**config.mk**
```make
export PLATFORM = sky130hd
export DESIGN_NAME = osh_output_sequencer
export DESIGN_NICKNAME = d
export VERILOG_FILES = /design/src/hw/osh_pkg.sv /design/src/hw/osh_output_sequencer.sv
export VERILOG_INCLUDE_DIRS = /design/src /design/src/hw
export SDC_FILE = /design/constraint.sdc
export NUM_CORES = 2
export LEC_CHECK = 0
export BUFFER_PORTS_ARGS = -buffer_cell sky130_fd_sc_hd__buf_2
export CORE_UTILIZATION = 40
export CTS_BUF_LIST = sky130_fd_sc_hd__clkbuf_8 sky130_fd_sc_hd__clkbuf_16
export DETAILED_ROUTE_END_ITERATION = 10
export PLACE_DENSITY = 0.55
export SLEW_MARGIN = 20
export SYNTH_ARGS = -nofsm -noshare
export SYNTH_HDL_FRONTEND = slang
export SYNTH_SLANG_ARGS = --single-unit
```
**constraint.sdc**
```tcl
create_clock -name clk -period 3.3 [get_ports clk]
set_input_delay 0.165 -clock clk [delete_from_list [all_inputs] [get_ports clk]]
set_output_delay 0.165 -clock clk [all_outputs]
set_load 0.01 [all_outputs]
```
**src/hw/osh_defs.svh**
```systemverilog
`ifndef OSH_DEFS_SVH
`define OSH_DEFS_SVH
// =====================================================================
// Timing
`define OSH_CLK_HZ 20000000
`define OSH_TICK_S 1
// =====================================================================
// Register byte offsets
`define OSH_OFF_CFG 12'h000
`define OSH_OFF_STATE 12'h004
`define OSH_OFF_IRQ_STAT 12'h008
`define OSH_OFF_IRQ_CLR 12'h00C
`define OSH_OFF_IRQ_EN 12'h010
`define OSH_OFF_FAULT 12'h014
// =====================================================================
// Configuration fields, each 8 bits of seconds
`define OSH_CFG_PRE_LSB 0
`define OSH_CFG_POST_LSB 8
`define OSH_CFG_WD_LSB 16
`define OSH_CFG_RST 32'h00000202
// =====================================================================
// State register fields
`define OSH_ST_OUT 0
`define OSH_ST_GAS 1
`define OSH_ST_SUP 2
`define OSH_ST_ACT 3
`define OSH_ST_FLT 4
`define OSH_ST_MOD 5
`define OSH_ST_ILK 6
`define OSH_ST_PROG_LSB 8
`define OSH_ST_REM_LSB 12
`define OSH_ST_DISP_LSB 16
`define OSH_ST_CTRL_LSB 20
`define OSH_ST_CUR_LSB 24
// =====================================================================
// Interrupt bits
`define OSH_IRQ_W 4
`define OSH_IRQ_HB 0
`define OSH_IRQ_ILK 1
`define OSH_IRQ_REFUSE 2
`define OSH_IRQ_RUN 3
// =====================================================================
// Fault code and screens
`define OSH_FAULT_HB 8'h17
`define OSH_SCREENS 3'h7
`define OSH_MAIN_SCREEN 3'h0
`endif

```
**src/hw/osh_pkg.sv**
```systemverilog
package osh_pkg;
  typedef enum logic [1:0] {ST_IDLE, ST_PREFLOW, ST_RUN, ST_POSTFLOW} osh_state_t;
  typedef enum logic [1:0] {RM_NONE, RM_ENABLE_DB37, RM_ALL_DB37, RM_SERIAL} osh_remote_t;
endpackage

```
**src/hw/osh_output_sequencer.sv**
```systemverilog
`include "osh_defs.svh"

// Contract
// - gas first, supplies after pre-flow time
// - gas kept on for post-flow time
// - zero watchdog time disables the watchdog
// - watchdog runs only in active serial mode
// - activate command in serial mode starts watchdog
// - each valid command restarts the timeout
// - timeout latches fault 23, drops output
// - deactivate clears fault, activate resumes
// - open interlock keeps power outputs off
// - output on blocks remote and display changes
// - item-select cycles only program setpoint fields
// - held select plus ccw reaches other settings
// - four stored programs of setpoints
// - altered setpoint shows modified indicator
// - load/save on program field saves slot
// - load/save elsewhere reloads and clears modified
// - output enable only on main screen
// - activate only honoured in serial remote mode
module osh_output_sequencer
  import osh_pkg::*;
#(
  parameter int NSP = 8,
  parameter int SPW = 16,
  parameter int NPROG = 4,
  parameter int TICK_CYCLES = `OSH_CLK_HZ * `OSH_TICK_S
) (
  input wire logic clk,
  input wire logic rstn,
  input wire logic psel,
  input wire logic penable,
  input wire logic pwrite,
  input wire logic [11:0] paddr,
  input wire logic [31:0] pwdata,
  output logic [31:0] prdata,
  output logic pready,
  output logic pslverr,
  input wire logic btn_item_select,
  input wire logic item_held,
  input wire logic knob_cw,
  input wire logic knob_ccw,
  input wire logic btn_load_save,
  input wire logic btn_enable,
  input wire logic interlock_closed,
  input wire logic ser_cmd_valid,
  input wire logic ser_cmd_activate,
  input wire logic ser_cmd_deactivate,
  input wire logic ser_cmd_enable,
  input wire logic ser_cmd_standby,
  output logic gas_on,
  output logic supplies_on,
  output logic output_on,
  output logic active_serial_remote,
  output logic heartbeat_timeout_fault,
  output logic setpoint_modified,
  output logic [$clog2(NPROG)-1:0] program_num,
  output logic [NSP*SPW-1:0] setpoints,
  output logic irq
);
  localparam int CW = $clog2(NSP + 4);
  localparam int PW = $clog2(NPROG);
  localparam int TW = $clog2(TICK_CYCLES + 1);
  localparam logic [CW-1:0] CUR_CTRL = CW'(NSP + 1);
  localparam logic [CW-1:0] CUR_REM = CW'(NSP + 2);
  localparam logic [CW-1:0] CUR_DISP = CW'(NSP + 3);

  function automatic logic tick_hit(input logic [TW-1:0] c);
    return c == TW'(TICK_CYCLES - 1);
  endfunction

  function automatic logic [7:0] sec_inc(input logic [7:0] s);
    return (s == 8'hFF) ? s : s + 8'h01;
  endfunction

  logic [31:0] cfg_q;
  logic [`OSH_IRQ_W-1:0] irq_stat_q, irq_en_q, irq_stat_d, irq_ev;
  logic [31:0] prdata_q;
  logic pready_q, pslverr_q;
  osh_state_t state_q, state_d;
  logic [TW-1:0] flow_pre_q, wd_pre_q;
  logic [7:0] flow_sec_q, wd_sec_q;
  logic gas_on_q, supplies_on_q, output_on_q, irq_q;
  logic active_q, fault_q, modified_q;
  logic [CW-1:0] cursor_q;
  logic [PW-1:0] prog_q;
  osh_remote_t remote_q;
  logic [2:0] display_q;
  logic [1:0] ctrl_q;
  logic [SPW-1:0] sp_q [NSP];
  logic [SPW-1:0] mem_q [NPROG][NSP];

  logic [7:0] pre_time, post_time, wd_time;
  assign pre_time = cfg_q[`OSH_CFG_PRE_LSB +: 8];
  assign post_time = cfg_q[`OSH_CFG_POST_LSB +: 8];
  assign wd_time = cfg_q[`OSH_CFG_WD_LSB +: 8];

  // ===================================================================
  // APB slave: one wait-free access phase, registered answer
  logic setup, done, addr_ok;
  logic [31:0] rd_mux, state_word;
  assign setup = psel & ~penable;
  assign done = psel & penable & pready_q;
  assign addr_ok = paddr == `OSH_OFF_CFG || paddr == `OSH_OFF_STATE ||
                   paddr == `OSH_OFF_IRQ_STAT || paddr == `OSH_OFF_IRQ_CLR ||
                   paddr == `OSH_OFF_IRQ_EN || paddr == `OSH_OFF_FAULT;

  always_comb begin
    state_word = 32'h00000000;
    state_word[`OSH_ST_OUT] = output_on_q;
    state_word[`OSH_ST_GAS] = gas_on_q;
    state_word[`OSH_ST_SUP] = supplies_on_q;
    state_word[`OSH_ST_ACT] = active_q;
    state_word[`OSH_ST_FLT] = fault_q;
    state_word[`OSH_ST_MOD] = modified_q;
    state_word[`OSH_ST_ILK] = interlock_closed;
    state_word[`OSH_ST_PROG_LSB +: PW] = prog_q;
    state_word[`OSH_ST_REM_LSB +: 2] = remote_q;
    state_word[`OSH_ST_DISP_LSB +: 3] = display_q;
    state_word[`OSH_ST_CTRL_LSB +: 2] = ctrl_q;
    state_word[`OSH_ST_CUR_LSB +: CW] = cursor_q;
  end

  always_comb begin
    rd_mux = 32'h00000000;
    unique case (paddr)
      `OSH_OFF_CFG: rd_mux = cfg_q;
      `OSH_OFF_STATE: rd_mux = state_word;
      `OSH_OFF_IRQ_STAT: rd_mux[`OSH_IRQ_W-1:0] = irq_stat_q;
      `OSH_OFF_IRQ_EN: rd_mux[`OSH_IRQ_W-1:0] = irq_en_q;
      `OSH_OFF_FAULT: rd_mux[7:0] = fault_q ? `OSH_FAULT_HB : 8'h00;
      default: rd_mux = 32'h00000000;
    endcase
  end

  always_ff @(posedge clk or negedge rstn) begin
    if (!rstn) begin
      pready_q <= 1'b0;
      pslverr_q <= 1'b0;
      prdata_q <= 32'h00000000;
    end else begin
      pready_q <= setup;
      pslverr_q <= setup & ~addr_ok;
      prdata_q <= (setup & ~pwrite) ? rd_mux : 32'h00000000;
    end
  end

  always_ff @(posedge clk or negedge rstn) begin
    if (!rstn) begin
      cfg_q <= `OSH_CFG_RST;
      irq_en_q <= '0;
    end else if (done & pwrite) begin
      if (paddr == `OSH_OFF_CFG) cfg_q <= {8'h00, pwdata[23:0]};
      if (paddr == `OSH_OFF_IRQ_EN) irq_en_q <= pwdata[`OSH_IRQ_W-1:0];
    end
  end

  // ===================================================================
  // Interrupts: sticky status, set wins over clear
  always_comb begin
    irq_stat_d = irq_stat_q;
    if (done & pwrite & (paddr == `OSH_OFF_IRQ_CLR))
      irq_stat_d = irq_stat_d & ~pwdata[`OSH_IRQ_W-1:0];
    irq_stat_d = irq_stat_d | irq_ev;
  end

  always_ff @(posedge clk or negedge rstn) begin
    if (!rstn) begin
      irq_stat_q <= '0;
      irq_q <= 1'b0;
    end else begin
      irq_stat_q <= irq_stat_d;
      irq_q <= |(irq_stat_d & irq_en_q);
    end
  end

  // ===================================================================
  // Output sequencer
  logic panel_ok, en_req, stby_req, start_ok, drop, refuse_ev, pre_done, timeout;
  assign panel_ok = ~active_q;
  assign en_req = active_q ? (ser_cmd_valid & ser_cmd_enable)
                           : (btn_enable & (state_q == ST_IDLE || state_q == ST_POSTFLOW));
  assign stby_req = active_q ? (ser_cmd_valid & ser_cmd_standby)
                             : (btn_enable & (state_q == ST_PREFLOW || state_q == ST_RUN));
  assign start_ok = (display_q == `OSH_MAIN_SCREEN) & interlock_closed & ~fault_q;
  assign drop = stby_req | ~interlock_closed | fault_q;
  assign pre_done = flow_sec_q >= pre_time;
  assign refuse_ev = en_req & ~start_ok & (state_q == ST_IDLE || state_q == ST_POSTFLOW);

  always_comb begin
    state_d = state_q;
    unique case (state_q)
      ST_IDLE: if (en_req & start_ok) state_d = ST_PREFLOW;
      ST_PREFLOW: begin
        if (drop) state_d = ST_POSTFLOW;
        else if (pre_done) state_d = ST_RUN;
      end
      ST_RUN: if (drop) state_d = ST_POSTFLOW;
      ST_POSTFLOW: begin
        if (en_req & start_ok) state_d = ST_PREFLOW;
        else if (flow_sec_q >= post_time) state_d = ST_IDLE;
      end
    endcase
  end

  always_ff @(posedge clk or negedge rstn) begin
    if (!rstn) begin
      state_q <= ST_IDLE;
      gas_on_q <= 1'b0;
      supplies_on_q <= 1'b0;
      output_on_q <= 1'b0;
    end else begin
      state_q <= state_d;
      gas_on_q <= state_d != ST_IDLE;
      supplies_on_q <= (state_d == ST_RUN) & interlock_closed;
      output_on_q <= (state_d == ST_PREFLOW) || (state_d == ST_RUN);
    end
  end

  always_ff @(posedge clk or negedge rstn) begin
    if (!rstn) begin
      flow_pre_q <= '0;
      flow_sec_q <= 8'h00;
    end else if (state_d != state_q) begin
      flow_pre_q <= '0;
      flow_sec_q <= 8'h00;
    end else begin
      flow_pre_q <= tick_hit(flow_pre_q) ? '0 : flow_pre_q + TW'(1);
      if (tick_hit(flow_pre_q)) flow_sec_q <= sec_inc(flow_sec_q);
    end
  end

  // ===================================================================
  // Serial remote and heartbeat watchdog
  logic wd_run, act_cmd, deact_cmd;
  assign act_cmd = ser_cmd_valid & ser_cmd_activate & (remote_q == RM_SERIAL);
  assign deact_cmd = ser_cmd_valid & ser_cmd_deactivate;
  assign wd_run = active_q & (wd_time != 8'h00) & ~fault_q;
  assign timeout = wd_run & (wd_sec_q >= wd_time);

  always_ff @(posedge clk or negedge rstn) begin
    if (!rstn) begin
      active_q <= 1'b0;
    end else if (deact_cmd) begin
      active_q <= 1'b0;
    end else if (act_cmd) begin
      active_q <= 1'b1;
    end
  end

  always_ff @(posedge clk or negedge rstn) begin
    if (!rstn) begin
      fault_q <= 1'b0;
    end else if (timeout) begin
      fault_q <= 1'b1;
    end else if (deact_cmd) begin
      fault_q <= 1'b0;
    end
  end

  always_ff @(posedge clk or negedge rstn) begin
    if (!rstn) begin
      wd_pre_q <= '0;
      wd_sec_q <= 8'h00;
    end else if (ser_cmd_valid || !wd_run) begin
      wd_pre_q <= '0;
      wd_sec_q <= 8'h00;
    end else begin
      wd_pre_q <= tick_hit(wd_pre_q) ? '0 : wd_pre_q + TW'(1);
      if (tick_hit(wd_pre_q)) wd_sec_q <= sec_inc(wd_sec_q);
    end
  end

  assign irq_ev = {(state_q == ST_PREFLOW) && (state_d == ST_RUN), refuse_ev,
                   output_on_q & ~interlock_closed, timeout};

  // ===================================================================
  // Front panel cursor and settings
  logic adj, up, sel_adv, sel_back, ls;
  assign adj = panel_ok & (knob_cw ^ knob_ccw) & ~item_held;
  assign up = knob_cw;
  assign sel_adv = panel_ok & btn_item_select;
  assign sel_back = panel_ok & knob_ccw & item_held & ~btn_item_select;
  assign ls = panel_ok & btn_load_save;

  always_ff @(posedge clk or negedge rstn) begin
    if (!rstn) begin
      cursor_q <= '0;
    end else if (sel_adv) begin
      cursor_q <= (cursor_q >= CW'(NSP)) ? '0 : cursor_q + CW'(1);
    end else if (sel_back) begin
      if (cursor_q == '0) cursor_q <= output_on_q ? CUR_CTRL : CUR_DISP;
      else if (output_on_q && cursor_q == CUR_DISP) cursor_q <= CUR_CTRL;
      else cursor_q <= cursor_q - CW'(1);
    end
  end

  always_ff @(posedge clk or negedge rstn) begin
    if (!rstn) begin
      ctrl_q <= 2'h0;
      remote_q <= RM_NONE;
      display_q <= `OSH_MAIN_SCREEN;
    end else if (adj) begin
      if (cursor_q == CUR_CTRL) ctrl_q <= up ? ctrl_q + 2'h1 : ctrl_q - 2'h1;
      if (cursor_q == CUR_REM && !output_on_q)
        remote_q <= osh_remote_t'(up ? remote_q + 2'h1 : remote_q - 2'h1);
      if (cursor_q == CUR_DISP && !output_on_q) begin
        if (up) display_q <= (display_q == `OSH_SCREENS - 3'h1) ? 3'h0 : display_q + 3'h1;
        else display_q <= (display_q == 3'h0) ? `OSH_SCREENS - 3'h1 : display_q - 3'h1;
      end
    end
  end

  // ===================================================================
  // Program store
  logic prog_chg, sp_adj;
  logic [PW-1:0] prog_next;
  assign prog_chg = adj & (cursor_q == '0);
  assign sp_adj = adj & (cursor_q != '0) & (cursor_q <= CW'(NSP));
  always_comb begin
    prog_next = prog_q;
    if (up) prog_next = (prog_q == PW'(NPROG - 1)) ? '0 : prog_q + PW'(1);
    else prog_next = (prog_q == '0) ? PW'(NPROG - 1) : prog_q - PW'(1);
  end

  always_ff @(posedge clk or negedge rstn) begin
    if (!rstn) begin
      prog_q <= '0;
      for (int p = 0; p < NPROG; p++)
        for (int i = 0; i < NSP; i++) mem_q[p][i] <= '0;
      for (int i = 0; i < NSP; i++) sp_q[i] <= '0;
    end else begin
      if (prog_chg) begin
        prog_q <= prog_next;
        for (int i = 0; i < NSP; i++) sp_q[i] <= mem_q[prog_next][i];
      end
      if (ls && cursor_q == '0)
        for (int i = 0; i < NSP; i++) mem_q[prog_q][i] <= sp_q[i];
      if (ls && cursor_q != '0)
        for (int i = 0; i < NSP; i++) sp_q[i] <= mem_q[prog_q][i];
      for (int i = 0; i < NSP; i++)
        if (sp_adj && cursor_q == CW'(i + 1)) begin
          if (up && sp_q[i] != '1) sp_q[i] <= sp_q[i] + SPW'(1);
          else if (!up && sp_q[i] != '0) sp_q[i] <= sp_q[i] - SPW'(1);
        end
    end
  end

  always_ff @(posedge clk or negedge rstn) begin
    if (!rstn) modified_q <= 1'b0;
    else if (sp_adj) modified_q <= 1'b1;
    else if (ls || prog_chg) modified_q <= 1'b0;
  end

  // ===================================================================
  // Outputs
  assign prdata = prdata_q;
  assign pready = pready_q;
  assign pslverr = pslverr_q;
  assign gas_on = gas_on_q;
  assign supplies_on = supplies_on_q;
  assign output_on = output_on_q;
  assign active_serial_remote = active_q;
  assign heartbeat_timeout_fault = fault_q;
  assign setpoint_modified = modified_q;
  assign program_num = prog_q;
  assign irq = irq_q;
  for (genvar g = 0; g < NSP; g++) begin : g_sp
    assign setpoints[g*SPW +: SPW] = sp_q[g];
  end
endmodule

```
Word-level counts from Yosys, hierarchy flattened
Cells that the tools add are included.

storage, ports and cells
  bits in registers = 794
  bits in latches = 0
  memory bits (writable) = 0
  memory bits (read-only) = 0
  output and inout port bits = 171
  memories kept = 0

operators by class
  add/subtract/negate cells = 30
  multiply operators = 0
  div/mod/pow operators = 0
  order comparisons = 8
  eq/ne operators = 39
  shifts and indexed selects = 0
  multiplexer cells = 101
  bitwise gates (word level) = 52
  reduce and logical (&&, ||, !) cells = 74

operators with widths
  operator                                                                count
  512-bit bitwise mux                                                     8
  128-bit demux with 2-bit select                                         8
  128-bit two-way mux                                                     7
  128-bit binary-select mux with 2-bit select                             2
  16-bit two-way mux                                                      25
  16-bit by 1-bit adder with 16-bit output, second input constant         8
  16-bit != test, second input constant                                   8
  16-bit nonzero test                                                     8
  16-bit by 1-bit subtractor with 16-bit output, second input constant    8
  112-bit two-way mux                                                     1
  25-bit two-way mux                                                      4
  96-bit two-way mux                                                      1
  80-bit two-way mux                                                      1
  32-bit two-way mux                                                      2
  64-bit two-way mux                                                      1
  25-bit by 1-bit adder with 25-bit output, second input constant         2
  25-bit equality test, second input constant                             2
  48-bit two-way mux                                                      1
  8-bit two-way mux                                                       6
  20-bit case mux with 2 select lines                                     1
  1-bit AND                                                               34
  1-bit logical AND                                                       31
  12-bit by 4-bit equality test with 1-bit output, second input constant  2
  12-bit by 5-bit equality test with 1-bit output, second input constant  2
  other kinds (49)                                                        131

Logic depth before layout (Yosys ltp)
  depth after elaboration = 13
  gate-level depth with buffers = 15

Least setup slack after synthesis
Ideal clock, no wire load.

  path kind = reg2reg
  from = register prog_q[0] (netlist: program_num[0])
  to = register sp_q (netlist bit setpoints[0])
  library setup time = 137 ps
  data arrival time = 3598 ps
  data required time = 3163 ps
  setup slack = -434 ps
  stages on the path, launching flop included = 15
  buffers on the path = 6
  period minus slack after synthesis = 3734 ps
  cells stage by stage = dfrtp_1 > buf_2 > buf_2 > clkbuf_1 > clkbuf_1 > inv_1 > ha_1 > xnor2_1 > clkbuf_1 > clkbuf_1 > mux4_2 > o21ai_0 > nor2_1 > a21oi_1 > o22ai_1

on the way
  longest elaborated chain between the ends = 12
  elaborated cells between the ends (all ways) = 20

ends and longest elaborated chain
  item                                                                       RTL line                                                  RTL
  from (decl)                                                                osh_output_sequencer.sv:87                                logic [PW-1:0] prog_q;
  from (signal assigned)                                                     osh_output_sequencer.sv:335                               prog_q <= prog_next;
  2-bit by 1-bit subtractor with 2-bit output, or another cell as far along  osh_output_sequencer.sv:324                               else prog_next = (prog_q == '0) ? PW'(NPROG - 1) : prog_q - PW'(1);
  2-bit two-way mux (on tied branches)                                       osh_output_sequencer.sv:324, osh_output_sequencer.sv:323
  2-bit two-way mux                                                          osh_output_sequencer.sv:323                               if (up) prog_next = (prog_q == PW'(NPROG - 1)) ? '0 : prog_q + PW'(1);
  2-bit NOT with 3-bit output (implied by the code)                          osh_output_sequencer.sv:336                               for (int i = 0; i < NSP; i++) sp_q[i] <= mem_q[prog_next][i];
  128-bit binary-select mux with 2-bit select                                osh_output_sequencer.sv:336
  128-bit two-way mux (2 in a row)                                           -
  128-bit two-way mux                                                        osh_output_sequencer.sv:334                               if (prog_chg) begin
  128-bit two-way mux (*)                                                    osh_output_sequencer.sv:340                               if (ls && cursor_q != '0)
  16-bit two-way mux                                                         osh_output_sequencer.sv:345                               else if (!up && sp_q[i] != '0) sp_q[i] <= sp_q[i] - SPW'(1);
  16-bit two-way mux                                                         osh_output_sequencer.sv:344                               if (up && sp_q[i] != '1) sp_q[i] <= sp_q[i] + SPW'(1);
  16-bit two-way mux (*)                                                     osh_output_sequencer.sv:343                               if (sp_adj && cursor_q == CW'(i + 1)) begin
  to (decl)                                                                  osh_output_sequencer.sv:91                                logic [SPW-1:0] sp_q [NSP];

Every way passes the cells marked *; elsewhere a longest branch is shown, timed or not. The select of a mux whose other input is x is not followed.
A chain may end at the register's enable or synchronous reset.

Final worst setup path
  from = register cursor_q[0]
  to = register sp_q (netlist bit setpoints[35])

on the way
  longest elaborated chain between the ends = 7
  elaborated cells between the ends (all ways) = 14

ends and longest elaborated chain
  item                    RTL line                     RTL
  from (decl)             osh_output_sequencer.sv:86   logic [CW-1:0] cursor_q;
  from (signal assigned)  osh_output_sequencer.sv:291  cursor_q <= (cursor_q >= CW'(NSP)) ? '0 : cursor_q + CW'(1);
  from (signal assigned)  osh_output_sequencer.sv:293  if (cursor_q == '0) cursor_q <= output_on_q ? CUR_CTRL : CUR_DISP;
  from (signal assigned)  osh_output_sequencer.sv:295  else cursor_q <= cursor_q - CW'(1);
  4-bit logical NOT       osh_output_sequencer.sv:319  assign prog_chg = adj & (cursor_q == '0);
  1-bit AND               osh_output_sequencer.sv:319
  128-bit two-way mux     osh_output_sequencer.sv:334
  128-bit two-way mux     osh_output_sequencer.sv:340
  16-bit two-way mux      osh_output_sequencer.sv:345
  16-bit two-way mux      osh_output_sequencer.sv:344
  16-bit two-way mux (*)  osh_output_sequencer.sv:343

Every way passes the cells marked *; elsewhere a longest branch is shown, timed or not.

==> impl_metrics.toml <==
[outcome]
outcome = "finished clean"

[die]
dieArea_sq_um = 115000
fp-row-count = 123
die_y_microns = 340
die_width_microns = 340
initial_utilization_pct = 40.5
core_sq_um = 113000
ios = 232

[timing]
fin_crit_sh_pct = 91.8
hold_viol = 0
min_period_ns = 3.03
rsz0062_at_grt = "no"
fin_setup_tns_ns = 0
clock.fmax_ghz = 0.330
tightestPinTransition_ns = 1.10
clock_skew_ns = 0.0336
drv_slew = 0
setup_viol = 0
relSlewSlack_pct = 26.5

[global_routing]
antenna_found_initial = 0
groute.usage.overall_pct = 22.0
grt-ovfl-total = 0
grt_pass1_wl_microns = 205000
grt_max_degree = 125
grt_pass1_vias = 35200

[clock_network]
clk_pin_slew_ns = 0.06
root_buffer = "clkbuf_16"
cts_made_buffers = 93
cts_tree = "built"
cts_hold_buf = 46
clkSinkCount = 790
ctsResizeCount = 0
clk_latency_ns = 0.68
htreeDepth = 3
cts.path.max_buffers = 3
post_cts_buffers = 0

[logic_synthesis]
post-synth-top-count-cell = "dfrtp_1"
ys.flop_type = "dfrtp_1"
synth_commonest_cells = "788 x dfrtp_1, 526 x nand2_1, 365 x mux2_2"
synth_edf_count = 0
yosys.area.top_type = "dfrtp_1"
synthDistinctLibCells = 97
synth.top_cell.area_share_pct = 43.2
synth-seq-area-share_pct = 43.3
synthCells = 4295
synthTopCellsByArea = "dfrtp_1 43%, mux4_2 13%, mux2_2 9.0%"
ys_ff_latch = 790
syn_avg_cell_area_sq_um = 10.6
synth_area_sq_um = 45700
ys_warn_count = 0
ys_async_sr_fraction_pct = 100

[setup_path]
start_kind = "flip-flop"
ff2ff_setup_slack_ns = 0.27
critical_path_class = "reg2reg"
crit_required_ns = 3.86
worstPathMaxFanout = 33
r2r-start = "cursor_q[0]"
setup.worst_path.end_class = "flip-flop"
arrival_ns = 3.59
worst-r2r-cell-count = 8
r2r-end = "setpoints[35]"

[detailed_routing]
drcViolationCount = 0
vias = 35200
drtAntennaViolNets = 0
vias_per_cell = 5.86
drt_wl_total_microns = 127000
dr.pass1.iters = 6
wire_per_inst_microns = 21.2
drt_iter0_drc = 2449

[placement]
io_buffers = 219
globalplace.congestion = 0.872
dp_hpwl_microns = 81000

[cells_and_area]
drive_gt1_share_pct = 26.4
layout.nets = 4567
final_util_pct = 46.4
area_growth_pct = 14.6
antenna_cells = 0
fillers = 10400

[min_path]
holdPathStages = 4
hold_start = "knob_cw"
whs_endpoint = "setpoints[116]"
hp-class = "in2reg"

[pwr]
irDropWorstVdd_v = 0.000597
power.density_nw_per_um2 = 880
p_leak_nw = 22.8

[run]
cap_violations = 0
==> power by group <==
group          internal [mW]  leakage [nW]  switching (mW)
sequential              12.9          10.3            3.96
combinational           9.45          10.9            9.44
clock                   6.08          1.61            4.20
==> worst max path at each step <==
stage | startpoint | to | slack, ns | cells past startpoint
after global routing | state_q[1] | irq | 0.03 | 13
final | cursor_q[0] | setpoints[35] | 0.27 | 8
after floorplan | program_num[0] | setpoints[0] | 0.02 | 14
after detailed placement | cursor_q[0] | setpoints[35] | 0.24 | 8
after global placement | cursor_q[0] | setpoints[35] | 0.31 | 8
after CTS | cursor_q[0] | setpoints[35] | 0.25 | 8
==> flip-flops by register name, summed over array words and instances, names as in the netlist, 3 cells and up <==
name,flops
wd_sec_q,8
prdata,28
irq_en_q,4
setpoints,128
flow_sec_q,8
cfg_q,24
flow_pre_q,25
display_q,3
irq_stat_q,4
mem_q,512
wd_pre_q,25
cursor_q,4
==> area by class of cell <==
type	count	area, sq um	area share (%)
clock buffers	114	2640	5.04
inverters	100	375	0.718
multi-input cells	3039	24100	46.1
flip-flops and latches	790	19800	37.8
clock inverters	51	407	0.777
repair buffers	416	3140	6.00
well taps	1500	1880	3.59
==> cell families (layout without fill, tap and decap cells) <==
kind of cell	count (synthesis)	after routing	share of synthesized area (%)
muxes	650	650	22.4
xor gates and xnor gates	122	122	2.36
AOI/OAI and AO/OA	865	865	12.3
other	1	4	0.00821
buffers and inverters	469	681	4.09
and+or+nand+nor	1332	1332	13.8
DFF	790	790	43.3
adders and majority gates	66	66	1.81
==> cells in the final DEF, fill, tap and decap left out, types with 40 or more instances in the layout <==
cell,n
o21ai_0,283
nand4_1,48
clkbuf_16,95
nor3_1,85
a21oi_1,148
inv_1,123
dfrtp_1,786
nor2_1,286
buf_4,118
ha_1,66
xnor2_1,60
nand2_1,522
and3_1,40
a31oi_1,72
buf_2,217
mux2_2,365
dlygate4sd3_1,45
mux4_2,261
xor2_1,60
nand3_1,127
==> metal layers <==
metal / GRT usage, % / part of all wire [%]
met2: 35.2 / 47
met4: 7.18 / 2.8
met1: 30.6 / 46
met3: 3.45 / 4.7
met5: 0 / 0
==> critical path, cell delays in order, from the launching register on <==
cell and delay, ns:
dfrtp_1 0.44, inv_1 0.16, ha_1 0.22, or3b_1 0.51, or4_4 0.67, buf_4 0.37, a21oi_1 0.20, a211oi_1 0.08
a31o_2 0.25
==> through the flow <==
step | hold slack [ns] | area, sq um | total power, mW | std cells | setup WS, ns
floorplan | -0.131 | 45700 | 29.9 | 4298 | 0.0235
global placement | 0.107 | 48800 | 35.6 | 5799 | 0.314
detailed placement | 0.105 | 48800 | 35.9 | 5799 | 0.244
CTS | 0.00262 | 52300 | 46.5 | 6010 | 0.250
global route | 0.0527 | 52300 | 49.2 | 6010 | 0.0320
finish | 0.0430 | 52300 | 46.0 | 6010 | 0.272
No activity file was read; power rests on OpenSTA's default activity.
